[src/core/fpu_csr_defs.svh]
// Offsets, field positions, reset values and fixed capability values
// of the FP control and status register bank.
// Assumes inclusion by bare name from the design file and the testbench top.
`ifndef FPU_CSR_DEFS_SVH
`define FPU_CSR_DEFS_SVH

// ----------------------------------------------------------------
// Control register numbers
// ----------------------------------------------------------------
`define CR_IMPL_INFO      5'h00
`define CR_COND_VIEW      5'h19
`define CR_EXC_INFO_VIEW  5'h1A
`define CR_EXC_EN_VIEW    5'h1C
`define CR_CTL_STAT       5'h1F

// ----------------------------------------------------------------
// Main register field positions
// ----------------------------------------------------------------
`define CS_RSEL_LSB   0
`define CS_FLAG_LSB   2
`define CS_EN_LSB     7
`define CS_CAUSE_LSB  12
`define CS_UNIMP_BIT  17
`define CS_FLUSH_NEAR_BIT  21
`define CS_FLUSH_OVR_BIT   22
`define CS_CC0_BIT    23
`define CS_FLUSH_ZERO_BIT  24
`define CS_CCHI_LSB   25

// ----------------------------------------------------------------
// Partial view field positions
// ----------------------------------------------------------------
`define XV_FLAG_LSB   2
`define XV_CAUSE_LSB  12
`define XV_UNIMP_BIT  17
`define EV_RSEL_LSB   0
`define EV_FLUSH_ZERO_BIT  2
`define EV_EN_LSB     7

// ----------------------------------------------------------------
// Implementation register fields
// ----------------------------------------------------------------
`define IR_REV_LSB    0
`define IR_ID_LSB     8
`define IR_S_BIT      16
`define IR_D_BIT      17
`define IR_PAIRED_BIT      18
`define IR_THREE_DIM_BIT   19
`define IR_W_BIT      20
`define IR_L_BIT      21
`define IR_WIDE_UNIT_BIT   22
`define IR_FULL_CONV_BIT   24
// Arbitrary identity values
`define IR_ID_VAL     8'h5A
`define IR_REV_VAL    8'h11

// ----------------------------------------------------------------
// Reset values
// ----------------------------------------------------------------
`define RST_CC        8'h00
`define RST_EXC5      5'h00
`define RST_RSEL      2'h0

`endif

[src/core/fpu_csr_pkg.sv]
// Types shared by the FP control and status register bank.
// Assumes the defs header is on the include path.
package fpu_csr_pkg;

  typedef enum logic [1:0] {
    round_nearest_even,
    toward_zero_round,
    toward_plus_round,
    toward_minus_round
  } round_sel_t;

  // V Z O U I, invalid in bit 4
  typedef struct packed {
    logic invalid;
    logic div_zero;
    logic overflow;
    logic underflow;
    logic inexact;
  } exc5_t;

  // Report from the FP datapath at instruction completion
  typedef struct packed {
    logic       done;
    exc5_t      cond;
    logic       denorm_seen;
    logic       is_fma;
    logic       cc_wr;
    logic [2:0] cc_idx;
    logic       cc_val;
  } dp_report_t;

  // Control register access from the integer core
  typedef struct packed {
    logic        rd;
    logic        wr;
    logic [4:0]  num;
    logic [31:0] wdata;
  } cr_req_t;

  // Datapath controls and verdicts
  typedef struct packed {
    round_sel_t round_sel;
    logic       flush_operand;
    logic       flush_fma_mid;
    logic       flush_nearest;
    logic       tiny_to_nonzero;
    logic       unimp_trap;
    logic       ieee_trap;
    exc5_t      deliver_default;
  } dp_ctrl_t;

  typedef struct packed {
    logic [7:0]  cond_code_bits;
    logic        flush_zero_all;
    logic        flush_override;
    logic        flush_nearest;
    logic        unimp_flag;
    exc5_t       cause;
    exc5_t       enable;
    exc5_t       flags;
    round_sel_t  round_sel;
    logic [31:0] rdata;
  } csr_state_t;

endpackage

[src/core/fpu_control_status_regs.sv]
// FP control and status register bank: implementation register, main
// control/status register and its three partial views.
// Assumes the core and datapath run on ref_clk_i; requests are one-cycle
// strobes from same-clock logic.
`timescale 1ns/1ns
`default_nettype none
`include "fpu_csr_defs.svh"

// Notes on behaviour
// - Main control/status register at number 31 holds every control/status bit.
// - Implementation register at number 0 is read-only capability information.
// - Views at 25, 26, 28 update only their own fields.
// - 25 shows condition codes, 26 cause and flags, 28 enables.
// - All conversions complete; full-convert-range bit reports it.
// - 64-bit, L, W, D, S read supported; three-dim extension and paired-single not.
// - Implementation register carries read-only id and revision fields.
// - Eight condition codes, written by compares, read by branches and moves.
// - Denormal consumed or produced without flush option raises unimplemented trap.
// - Flush override replaces tiny operands and results instead of trapping.
// - Flush-to-zero also replaces tiny intermediates inside fused multiply-add.
// - Flush-to-nearest picks zero or smallest normal, whichever is closer.
// - Without flush-to-nearest, nonzero substitute only under plus/minus rounding.
// - All three flush bits set means no denormal unimplemented trap.
// - Unimplemented flag set when last FP instruction took that trap.
// - Cause, enable and flag fields have five bits each, V Z O U I.
// - Enabled condition traps; disabled condition delivers IEEE default result.
// - Cause field rewritten by each FP instruction to its conditions.
// - Flags are sticky until software writes them to zero.
// - Rounding select 0 nearest, 1 toward zero, 2 toward plus.
// - Nearest mode breaks ties toward even mantissa bit zero.
// - Rounding select 3 rounds toward minus infinity.
module fpu_control_status_regs
  import fpu_csr_pkg::*;
(
  input  wire logic                    ref_clk_i,
  input  wire logic                    resetn_i,
  input  wire fpu_csr_pkg::cr_req_t    cr_req_i,
  input  wire fpu_csr_pkg::dp_report_t dp_report_i,
  input  wire logic [2:0]              cc_test_idx_i,
  output logic [31:0]                  cr_rdata_o,
  output logic                         cr_rvalid_o,
  output logic                         cc_test_o,
  output fpu_csr_pkg::dp_ctrl_t        dp_ctrl_o
);
  import fpu_csr_pkg::*;

  // ----------------------------------------------------------------
  // State
  // ----------------------------------------------------------------
  typedef struct packed {
    logic [7:0]  cc;
    logic        flush_zero_all;
    logic        flush_override;
    logic        flush_nearest;
    logic        unimp;
    exc5_t       cause;
    exc5_t       enable;
    exc5_t       flags;
    round_sel_t  rsel;
    logic [31:0] rdata;
    logic        rvalid;
  } regs_t;

  regs_t r;
  regs_t next_r;

  // ----------------------------------------------------------------
  // Implementation register, fixed
  // ----------------------------------------------------------------
  function automatic logic [31:0] impl_word();
    logic [31:0] w;
    w = 32'h0000_0000;
    w[`IR_REV_LSB +: 8] = `IR_REV_VAL;
    w[`IR_ID_LSB +: 8]  = `IR_ID_VAL;
    w[`IR_S_BIT]   = 1'b1;
    w[`IR_D_BIT]   = 1'b1;
    w[`IR_W_BIT]   = 1'b1;
    w[`IR_L_BIT]   = 1'b1;
    w[`IR_WIDE_UNIT_BIT] = 1'b1;
    w[`IR_PAIRED_BIT]    = 1'b0;
    w[`IR_THREE_DIM_BIT] = 1'b0;
    w[`IR_FULL_CONV_BIT] = 1'b1;
    return w;
  endfunction

  // ----------------------------------------------------------------
  // Main register image
  // ----------------------------------------------------------------
  function automatic logic [31:0] main_word(input regs_t s);
    logic [31:0] w;
    w = 32'h0000_0000;
    w[`CS_RSEL_LSB +: 2]  = s.rsel;
    w[`CS_FLAG_LSB +: 5]  = s.flags;
    w[`CS_EN_LSB +: 5]    = s.enable;
    w[`CS_CAUSE_LSB +: 5] = s.cause;
    w[`CS_UNIMP_BIT]      = s.unimp;
    w[`CS_FLUSH_NEAR_BIT] = s.flush_nearest;
    w[`CS_FLUSH_OVR_BIT]  = s.flush_override;
    w[`CS_CC0_BIT]        = s.cc[0];
    w[`CS_FLUSH_ZERO_BIT] = s.flush_zero_all;
    w[`CS_CCHI_LSB +: 7]  = s.cc[7:1];
    return w;
  endfunction

  // ----------------------------------------------------------------
  // Read decode
  // ----------------------------------------------------------------
  function automatic logic [31:0] read_word(input regs_t s, input logic [4:0] num);
    logic [31:0] w;
    w = 32'h0000_0000;
    case (num)
      `CR_IMPL_INFO: w = impl_word();
      `CR_CTL_STAT:  w = main_word(s);
      `CR_COND_VIEW: w[7:0] = s.cc;
      `CR_EXC_INFO_VIEW: begin
        w[`XV_FLAG_LSB +: 5]  = s.flags;
        w[`XV_CAUSE_LSB +: 5] = s.cause;
        w[`XV_UNIMP_BIT]      = s.unimp;
      end
      `CR_EXC_EN_VIEW: begin
        w[`EV_RSEL_LSB +: 2] = s.rsel;
        w[`EV_FLUSH_ZERO_BIT] = s.flush_zero_all;
        w[`EV_EN_LSB +: 5]   = s.enable;
      end
      default: w = 32'h0000_0000;
    endcase
    return w;
  endfunction

  // ----------------------------------------------------------------
  // Flush decode
  // ----------------------------------------------------------------
  // Either flush option lets the datapath absorb a denormal
  function automatic logic flush_any(input regs_t s);
    return s.flush_zero_all || s.flush_override;
  endfunction

  // ----------------------------------------------------------------
  // Next state
  // ----------------------------------------------------------------
  always_comb begin
    logic  denorm_trap;
    logic  [31:0] wd;
    next_r        = r;
    denorm_trap   = 1'b0;
    wd            = cr_req_i.wdata;
    next_r.rvalid = cr_req_i.rd;
    next_r.rdata  = cr_req_i.rd ? read_word(r, cr_req_i.num) : r.rdata;

    // Software writes; partial views touch only their fields
    if (cr_req_i.wr) begin
      case (cr_req_i.num)
        `CR_CTL_STAT: begin
          next_r.rsel   = round_sel_t'(wd[`CS_RSEL_LSB +: 2]);
          next_r.flags  = wd[`CS_FLAG_LSB +: 5];
          next_r.enable = wd[`CS_EN_LSB +: 5];
          next_r.cause  = wd[`CS_CAUSE_LSB +: 5];
          next_r.unimp  = wd[`CS_UNIMP_BIT];
          next_r.flush_nearest  = wd[`CS_FLUSH_NEAR_BIT];
          next_r.flush_override = wd[`CS_FLUSH_OVR_BIT];
          next_r.flush_zero_all = wd[`CS_FLUSH_ZERO_BIT];
          next_r.cc     = {wd[`CS_CCHI_LSB +: 7], wd[`CS_CC0_BIT]};
        end
        `CR_COND_VIEW: next_r.cc = wd[7:0];
        `CR_EXC_INFO_VIEW: begin
          next_r.flags = wd[`XV_FLAG_LSB +: 5];
          next_r.cause = wd[`XV_CAUSE_LSB +: 5];
          next_r.unimp = wd[`XV_UNIMP_BIT];
        end
        `CR_EXC_EN_VIEW: begin
          next_r.rsel   = round_sel_t'(wd[`EV_RSEL_LSB +: 2]);
          next_r.flush_zero_all = wd[`EV_FLUSH_ZERO_BIT];
          next_r.enable = wd[`EV_EN_LSB +: 5];
        end
        default: next_r = next_r;
      endcase
    end

    // Datapath completion wins over a same-cycle software write
    if (dp_report_i.done) begin
      // No flush option set means a denormal cannot be handled
      denorm_trap  = dp_report_i.denorm_seen && !flush_any(r);
      next_r.unimp = denorm_trap;
      next_r.cause = dp_report_i.cond;
      next_r.flags = next_r.flags | dp_report_i.cond;
      if (dp_report_i.cc_wr) begin
        next_r.cc[dp_report_i.cc_idx] = dp_report_i.cc_val;
      end
    end
  end

  // ----------------------------------------------------------------
  // Registers
  // ----------------------------------------------------------------
  always_ff @(posedge ref_clk_i or negedge resetn_i) begin
    if (!resetn_i) begin
      r.cc     <= `RST_CC;
      r.flush_zero_all <= 1'b0;
      r.flush_override <= 1'b0;
      r.flush_nearest  <= 1'b0;
      r.unimp  <= 1'b0;
      r.cause  <= `RST_EXC5;
      r.enable <= `RST_EXC5;
      r.flags  <= `RST_EXC5;
      r.rsel   <= round_nearest_even;
      r.rdata  <= 32'h0000_0000;
      r.rvalid <= 1'b0;
    end else begin
      r <= next_r;
    end
  end

  // ----------------------------------------------------------------
  // Outputs to core and datapath
  // ----------------------------------------------------------------
  assign cr_rdata_o  = r.rdata;
  assign cr_rvalid_o = r.rvalid;
  assign cc_test_o   = r.cc[cc_test_idx_i];

  always_comb begin
    dp_ctrl_o.round_sel       = r.rsel;
    dp_ctrl_o.flush_operand   = flush_any(r);
    dp_ctrl_o.flush_fma_mid   = r.flush_zero_all;
    dp_ctrl_o.flush_nearest   = r.flush_nearest;
    dp_ctrl_o.tiny_to_nonzero = r.flush_nearest ||
                                (r.rsel == toward_plus_round) ||
                                (r.rsel == toward_minus_round);
    dp_ctrl_o.unimp_trap      = dp_report_i.done && dp_report_i.denorm_seen
                                && !flush_any(r);
    dp_ctrl_o.ieee_trap       = dp_report_i.done &&
                                |(dp_report_i.cond & r.enable);
    dp_ctrl_o.deliver_default = dp_report_i.cond & ~r.enable;
  end

endmodule
`default_nettype wire

[config.mk]
export PLATFORM = sky130hd
export DESIGN_NAME = fpu_control_status_regs
export DESIGN_NICKNAME = d
export VERILOG_FILES = /design/src/core/fpu_csr_pkg.sv /design/src/core/fpu_control_status_regs.sv
export VERILOG_INCLUDE_DIRS = /design/src /design/src/core
export SDC_FILE = /design/constraint.sdc
export NUM_CORES = 1
export LEC_CHECK = 0
export ABC_AREA = 1
export BUFFER_PORTS_ARGS = -buffer_cell sky130_fd_sc_hd__buf_4
export CAP_MARGIN = 20
export CORE_AREA = 2 2 82 84
export DETAILED_ROUTE_END_ITERATION = 8
export DIE_AREA = 0 0 84 86
export MAX_ROUTING_LAYER = met4
export PLACE_DENSITY = 0.91
export RECOVER_POWER = 25
export SETUP_SLACK_MARGIN = 0.02
export SLEW_MARGIN = 20
export SYNTH_ARGS = -nofsm -noshare
export SYNTH_HDL_FRONTEND = slang
export SYNTH_SLANG_ARGS = --single-unit
[constraint.sdc]
create_clock -name ref_clk_i -period 2.94 [get_ports ref_clk_i]
set_input_delay 0.588 -clock ref_clk_i [delete_from_list [all_inputs] [get_ports ref_clk_i]]
set_output_delay 0.588 -clock ref_clk_i [all_outputs]
set_load 0.005 [all_outputs]
# After elaboration in Yosys (flattened, before gate mapping)
# Cells that the tools add are included.
op_classes:
  order_cmp: 3
  eq_ne: 6
  n_mux: 25
  bitwise: 4
  n_reduce_logical: 20
op_table:
  columns: ["cell", "n"]
  rows:
  - ["62-bit two-way mux", 1]
  - ["32-bit two-way mux", 1]
  - ["14-bit case mux with 2 select lines", 1]
  - ["5-bit == test, second input constant", 4]
  - ["8-bit two-way mux", 2]
  - ["8-bit case mux with 2 select lines", 1]
  - ["5-bit two-way mux", 3]
  - ["6-bit two-way mux", 2]
  - ["4-bit case mux with 3 select lines", 1]
  - ["6-bit case mux with 2 select lines", 1]
  - ["5-bit AND", 2]
  - ["8-bit bitwise mux", 1]
  - ["3-bit by 4-bit less-than comparator with 1-bit output, second input constant", 2]
  - ["4-bit case mux with 2 select lines", 1]
  - ["2-bit AND reduction", 4]
  - ["2-bit case mux with 3 select lines", 1]
  - ["2-bit nonzero test", 3]
  - ["1-bit logical AND", 5]
  - ["5-bit logical NOT", 1]
  - ["5-bit inverter", 1]
  - ["5-bit bitwise OR", 1]
  - ["5-bit OR reduction", 1]
  - ["2-bit == test, second input constant", 2]
  - ["2-bit two-way mux", 2]
  - ["9 further kinds", 14]
totals:
  register_bits: 62
  in_bits: 57
  wordCells: 81

# Depth between registers and ports, before layout
depth:
  ltp_word: 8
  mapped_depth: 10

# Least setup slack after synthesis
# No wires, ideal clock.
synth_path:
  path_kind: "input to output"
  start: "input port dp_report_i[12] in the netlist's numbering"
  end: "output port dp_ctrl_o[5] in the netlist's numbering"
  arrival_time_ns: 1.186
  t_required_ns: 2.352
  setup_slack_ns: 1.166
  path_stages: 4
  path_buffers: 2
  cell_sequence: "buf_2 -> inv_1 -> clkbuf_1 -> a31oi_1"
synth_lines:
  columns: ["item", "line", "source"]
  rows:
  - ["start: declaration", "fpu_control_status_regs.sv:38", "input wire fpu_csr_pkg::dp_report_t dp_report_i,"]
  - ["end: declaration", "fpu_control_status_regs.sv:43", "output fpu_csr_pkg::dp_ctrl_t dp_ctrl_o"]

# Worst setup path in the final report
layout_path:
  start: "register r[59] in the netlist's numbering"
  end: "output port cc_test_o"
layout_via:
  elab_chain_cells: 2
layout_lines:
  columns: ["item", "line", "source"]
  rows:
  - ["start: declaration", "fpu_control_status_regs.sv:64", "regs_t r;"]
  - ["start signal: assignment", "fpu_control_status_regs.sv:209", "r <= next_r;"]
  - ["1-bit binary-select mux with 3-bit select", "fpu_control_status_regs.sv:218", "assign cc_test_o = r.cc[cc_test_idx_i];"]
  - ["1-bit two-way mux (implied by the code)", "fpu_control_status_regs.sv:218", null]
  - ["end: declaration", "fpu_control_status_regs.sv:42", "output logic cc_test_o,"]
# Every way passes these cells. The select of a mux whose other input is x is not followed.

==> metrics.md <==
| Metric | Value |
|---|---|
| LEAKAGE | `2.19 nW` |
| Commonest non-fill, non-tap cell in the layout | `nand2_1` |
| H-tree level count | `3` |
| Critical path class | `flop to primary output` |
| Synth Area per Inst | `7.63 um^2` |
| Post-Syn Area | `0.00337 mm^2` |
| GRT Util Overall | `0.265` |
| Largest net degree at the start of global routing | `61` |
| Endpoint class of the critical path | `primary output` |
| Residual DRC | `0` |
| Area of the multi-input gates | `0.00137 mm^2` |
| Post-route setup slack | `0.966 ns` |
| Headroom to the max-slew limit | `0.0240` |
| Max Root-Sink Buffers | `2` |
| # setup viols final | `0` |
| Hold Buf Count CTS | `0` |
| CTS root buffer | `clkbuf_8` |
| Die height | `86 um` |
| IO Count | `104` |
| Skew-Pair Late Insertion Delay | `0.34 ns` |
| Critical path's slowest cell | `dfrtp_1` |
| Number of flops mapped to enable cells by yosys | `0` |
| Sw Ratio | `0.301` |
| Clock-pin slew on the worst setup and hold paths | `0.06 ns` |
| Max Clock Freq | `0.507 GHz` |
| DRT iter0 DRCs | `345` |
| Fraction of layout cells with a size suffix above 1 | `0.257` |
| Cell Pwr Density | `504 mW/mm^2` |
| Post-Place Worst Slack | `0.910 ns` |
| Tcrit/Tclk final | `0.671` |
| Synth cell types | `27` |
| Fin nets | `556` |
| Port Buf Inserts | `97` |
| Sequential power share | `0.489` |
| Post-Syn Instances | `442` |
| Post-route setup TNS | `0 ns` |
| Drt first pass iters | `5` |
| Sequential fraction of the synthesis area | `0.445` |
| Final instance area | `0.00400 mm^2` |
| Vias per Instance | `5.48` |
| Internal Pwr Total | `1.41 mW` |
| Initial antenna violation count | `0` |
| Core footprint | `0.00628 mm^2` |
| Vias in the first global route | `3101` |
| Cell Chain, Critical Path | `inv_1 > a21oi_1 > o21ai_0 > nand3_1 > o21a_1 > buf_4` |
| Clk pwr share | `0.308` |
| Sw Pwr | `0.608 mW` |
| CP peak stage delay | `0.39 ns` |
| HPWL Detailed | `6.47 mm` |
| Num CTS Buffers | `9` |
| Worst Path Required | `2.35 ns` |
| Post-CTS Setup Bufs | `0` |
| Worst Tran Pin Value | `1.46 ns` |
| CP Data Arrival Time | `1.39 ns` |
| Starting density of the core | `0.537` |
| CP Launch Type | `flop` |
| ANT cells | `0` |
| Wire length of the first global-routing pass | `14.8 mm` |
| Post-Route Skew | `0.0105 ns` |
| GRT Residual Overflow | `0` |
| Die Area | `0.00722 mm^2` |
| Final hold viol count | `0` |
| Run status | `finished clean` |
| Final wirelength | `8.87 mm` |
| Cell Area, Placed | `0.00385 mm^2` |
| Most frequent cells in the layout | `nand2_1 (134), buf_4 (98), nand3_1 (69), dfrtp_1 (60), inv_1 (34)` |
| Synth Flop Type | `dfrtp_1` |
| RSZ-0062 raised after global routing | `no` |
| Clock sinks | `60` |
| Post-cts resize count | `0` |
| Storage element area | `0.00150 mm^2` |
| Critical path peak fanout | `3` |
| Vias post-DR | `3171` |
| Maxcap violations | `0` |
| Filler instances | `518` |
| Syn-to-layout area delta | `18.7%` |
| RD Place Congestion | `0.948` |
| Hold Crit Class | `input port to flop` |
| VDD IR max | `0.252 mV` |
| Power Total | `2.02 mW` |
| DRT antenna net count | `0` |
| Yosys Warn Count | `0` |
| DR WL/cell | `15.3 um` |
| Die X | `84 um` |
| Row count | `29` |
| CTS tree | `built` |
| Max-slew violation count | `0` |
| Synth Register Bits | `60` |
| Post-synth ARST share | `1.00` |
| Combinational power share | `0.203` |
| Tmin final | `1.97 ns` |
[registers in the layout, summed over array words and instances, names as in the netlist]
| name | flops |
|---|---|
| r | 25 |
| cr_rvalid_o | 1 |
| cr_rdata_o | 30 |
| dp_ctrl_o | 4 |
[power groups by stage]
stage / logic, mW / registers (mW) / clock network, mW
finish: 0.410 / 0.988 / 0.621
CTS: 0.409 / 0.984 / 0.618
global placement: 0.393 / 0.993 / 0
detailed placement: 0.406 / 0.998 / 0
floorplan: 0.246 / 0.973 / 0
global route: 0.463 / 0.994 / 0.664
[worst max-delay path: cells and delay by family, from the launching register on]
family	cells	cell delay, ns
and+or+nand+nor	1	0.10
DFF	1	0.39
AOI/OAI and AO/OA	3	0.27
buffers and inverters	2	0.29
[worst paths after layout]
path	startpoint	end	slack, ns	cells after the start
setup reg to reg	dp_ctrl_o[9]$_DFFE_PN0P_	r[50]$_DFFE_PN0P_	1.88	5
hold reg to reg	cr_rdata_o[1]$_DFFE_PN0P_	cr_rdata_o[1]$_DFFE_PN0P_	0.48	2
max in group asynchronous	resetn_i	r[45]$_DFFE_PN0P_	1.47	1
setup / recovery	r[59]$_DFF_PN0_	cc_test_o	0.97	6
min in group asynchronous	resetn_i	cr_rdata_o[23]$_DFFE_PN0P_	0.59	1
hold / removal	cr_req_i[22]	r[52]$_DFFE_PN0P_	0.47	3
[metrics by stage]
stage               hold WS, ns  instances   util
finish                    0.467        579  0.638
global route              0.493        579  0.638
CTS                       0.339        579  0.639
detailed placement        0.472        565  0.614
global placement          0.470        565  0.614
floorplan                 0.292        443      -
[per-layer routing]
| layer | global-route usage | vias up | share of wire |
|---|---|---|---|
| met4 | 0.113 | 0 | 0.036 |
| met1 | 0.330 | 1463 | 0.39 |
| met2 | 0.431 | 158 | 0.50 |
| li1 | - | 1517 | - |
| met5 | - | - | 0 |
| met3 | 0.0433 | 33 | 0.072 |
[cell type report]
| type | instances | share of cell area |
|---|---|---|
| Clock inverter | 3 | 0.00375 |
| Inverter | 37 | 0.0347 |
| Clock buffer | 11 | 0.0353 |
| Sequential cell | 60 | 0.375 |
| Multi-Input combinational cell | 291 | 0.341 |
| Timing Repair Buffer | 100 | 0.186 |
| Tap cell | 77 | 0.0241 |
[cell usage after synthesis, types with 2 or more instances]
cell	count	area, um^2
o211ai_1	4	30.0
dfrtp_1	60	1500
nand3_1	69	345
buf_4	39	293
nor2_2	2	12.5
clkbuf_1	5	18.8
inv_2	3	11.3
nand2_2	7	43.8
a21oi_1	6	30.0
a22o_1	2	17.5
a31oi_1	2	12.5
buf_2	8	40.0
o21ai_0	8	40.0
o21ai_1	10	50.1
inv_1	34	128
nand4_1	23	144
nor2_1	15	56.3
nand3_2	2	20.0
nand2_1	134	503
buf_1	2	7.51
[logic make-up after synthesis]
| group | count (synthesis) | share of synthesized area |
|---|---|---|
| AOI/OAI and AO/OA | 34 | 0.0594 |
| and+or+nand+nor | 255 | 0.343 |
| buffers and inverters | 92 | 0.151 |
| DFF | 60 | 0.445 |
| other | 1 | 0.00111 |
No activity file was read; power rests on OpenSTA's default activity.
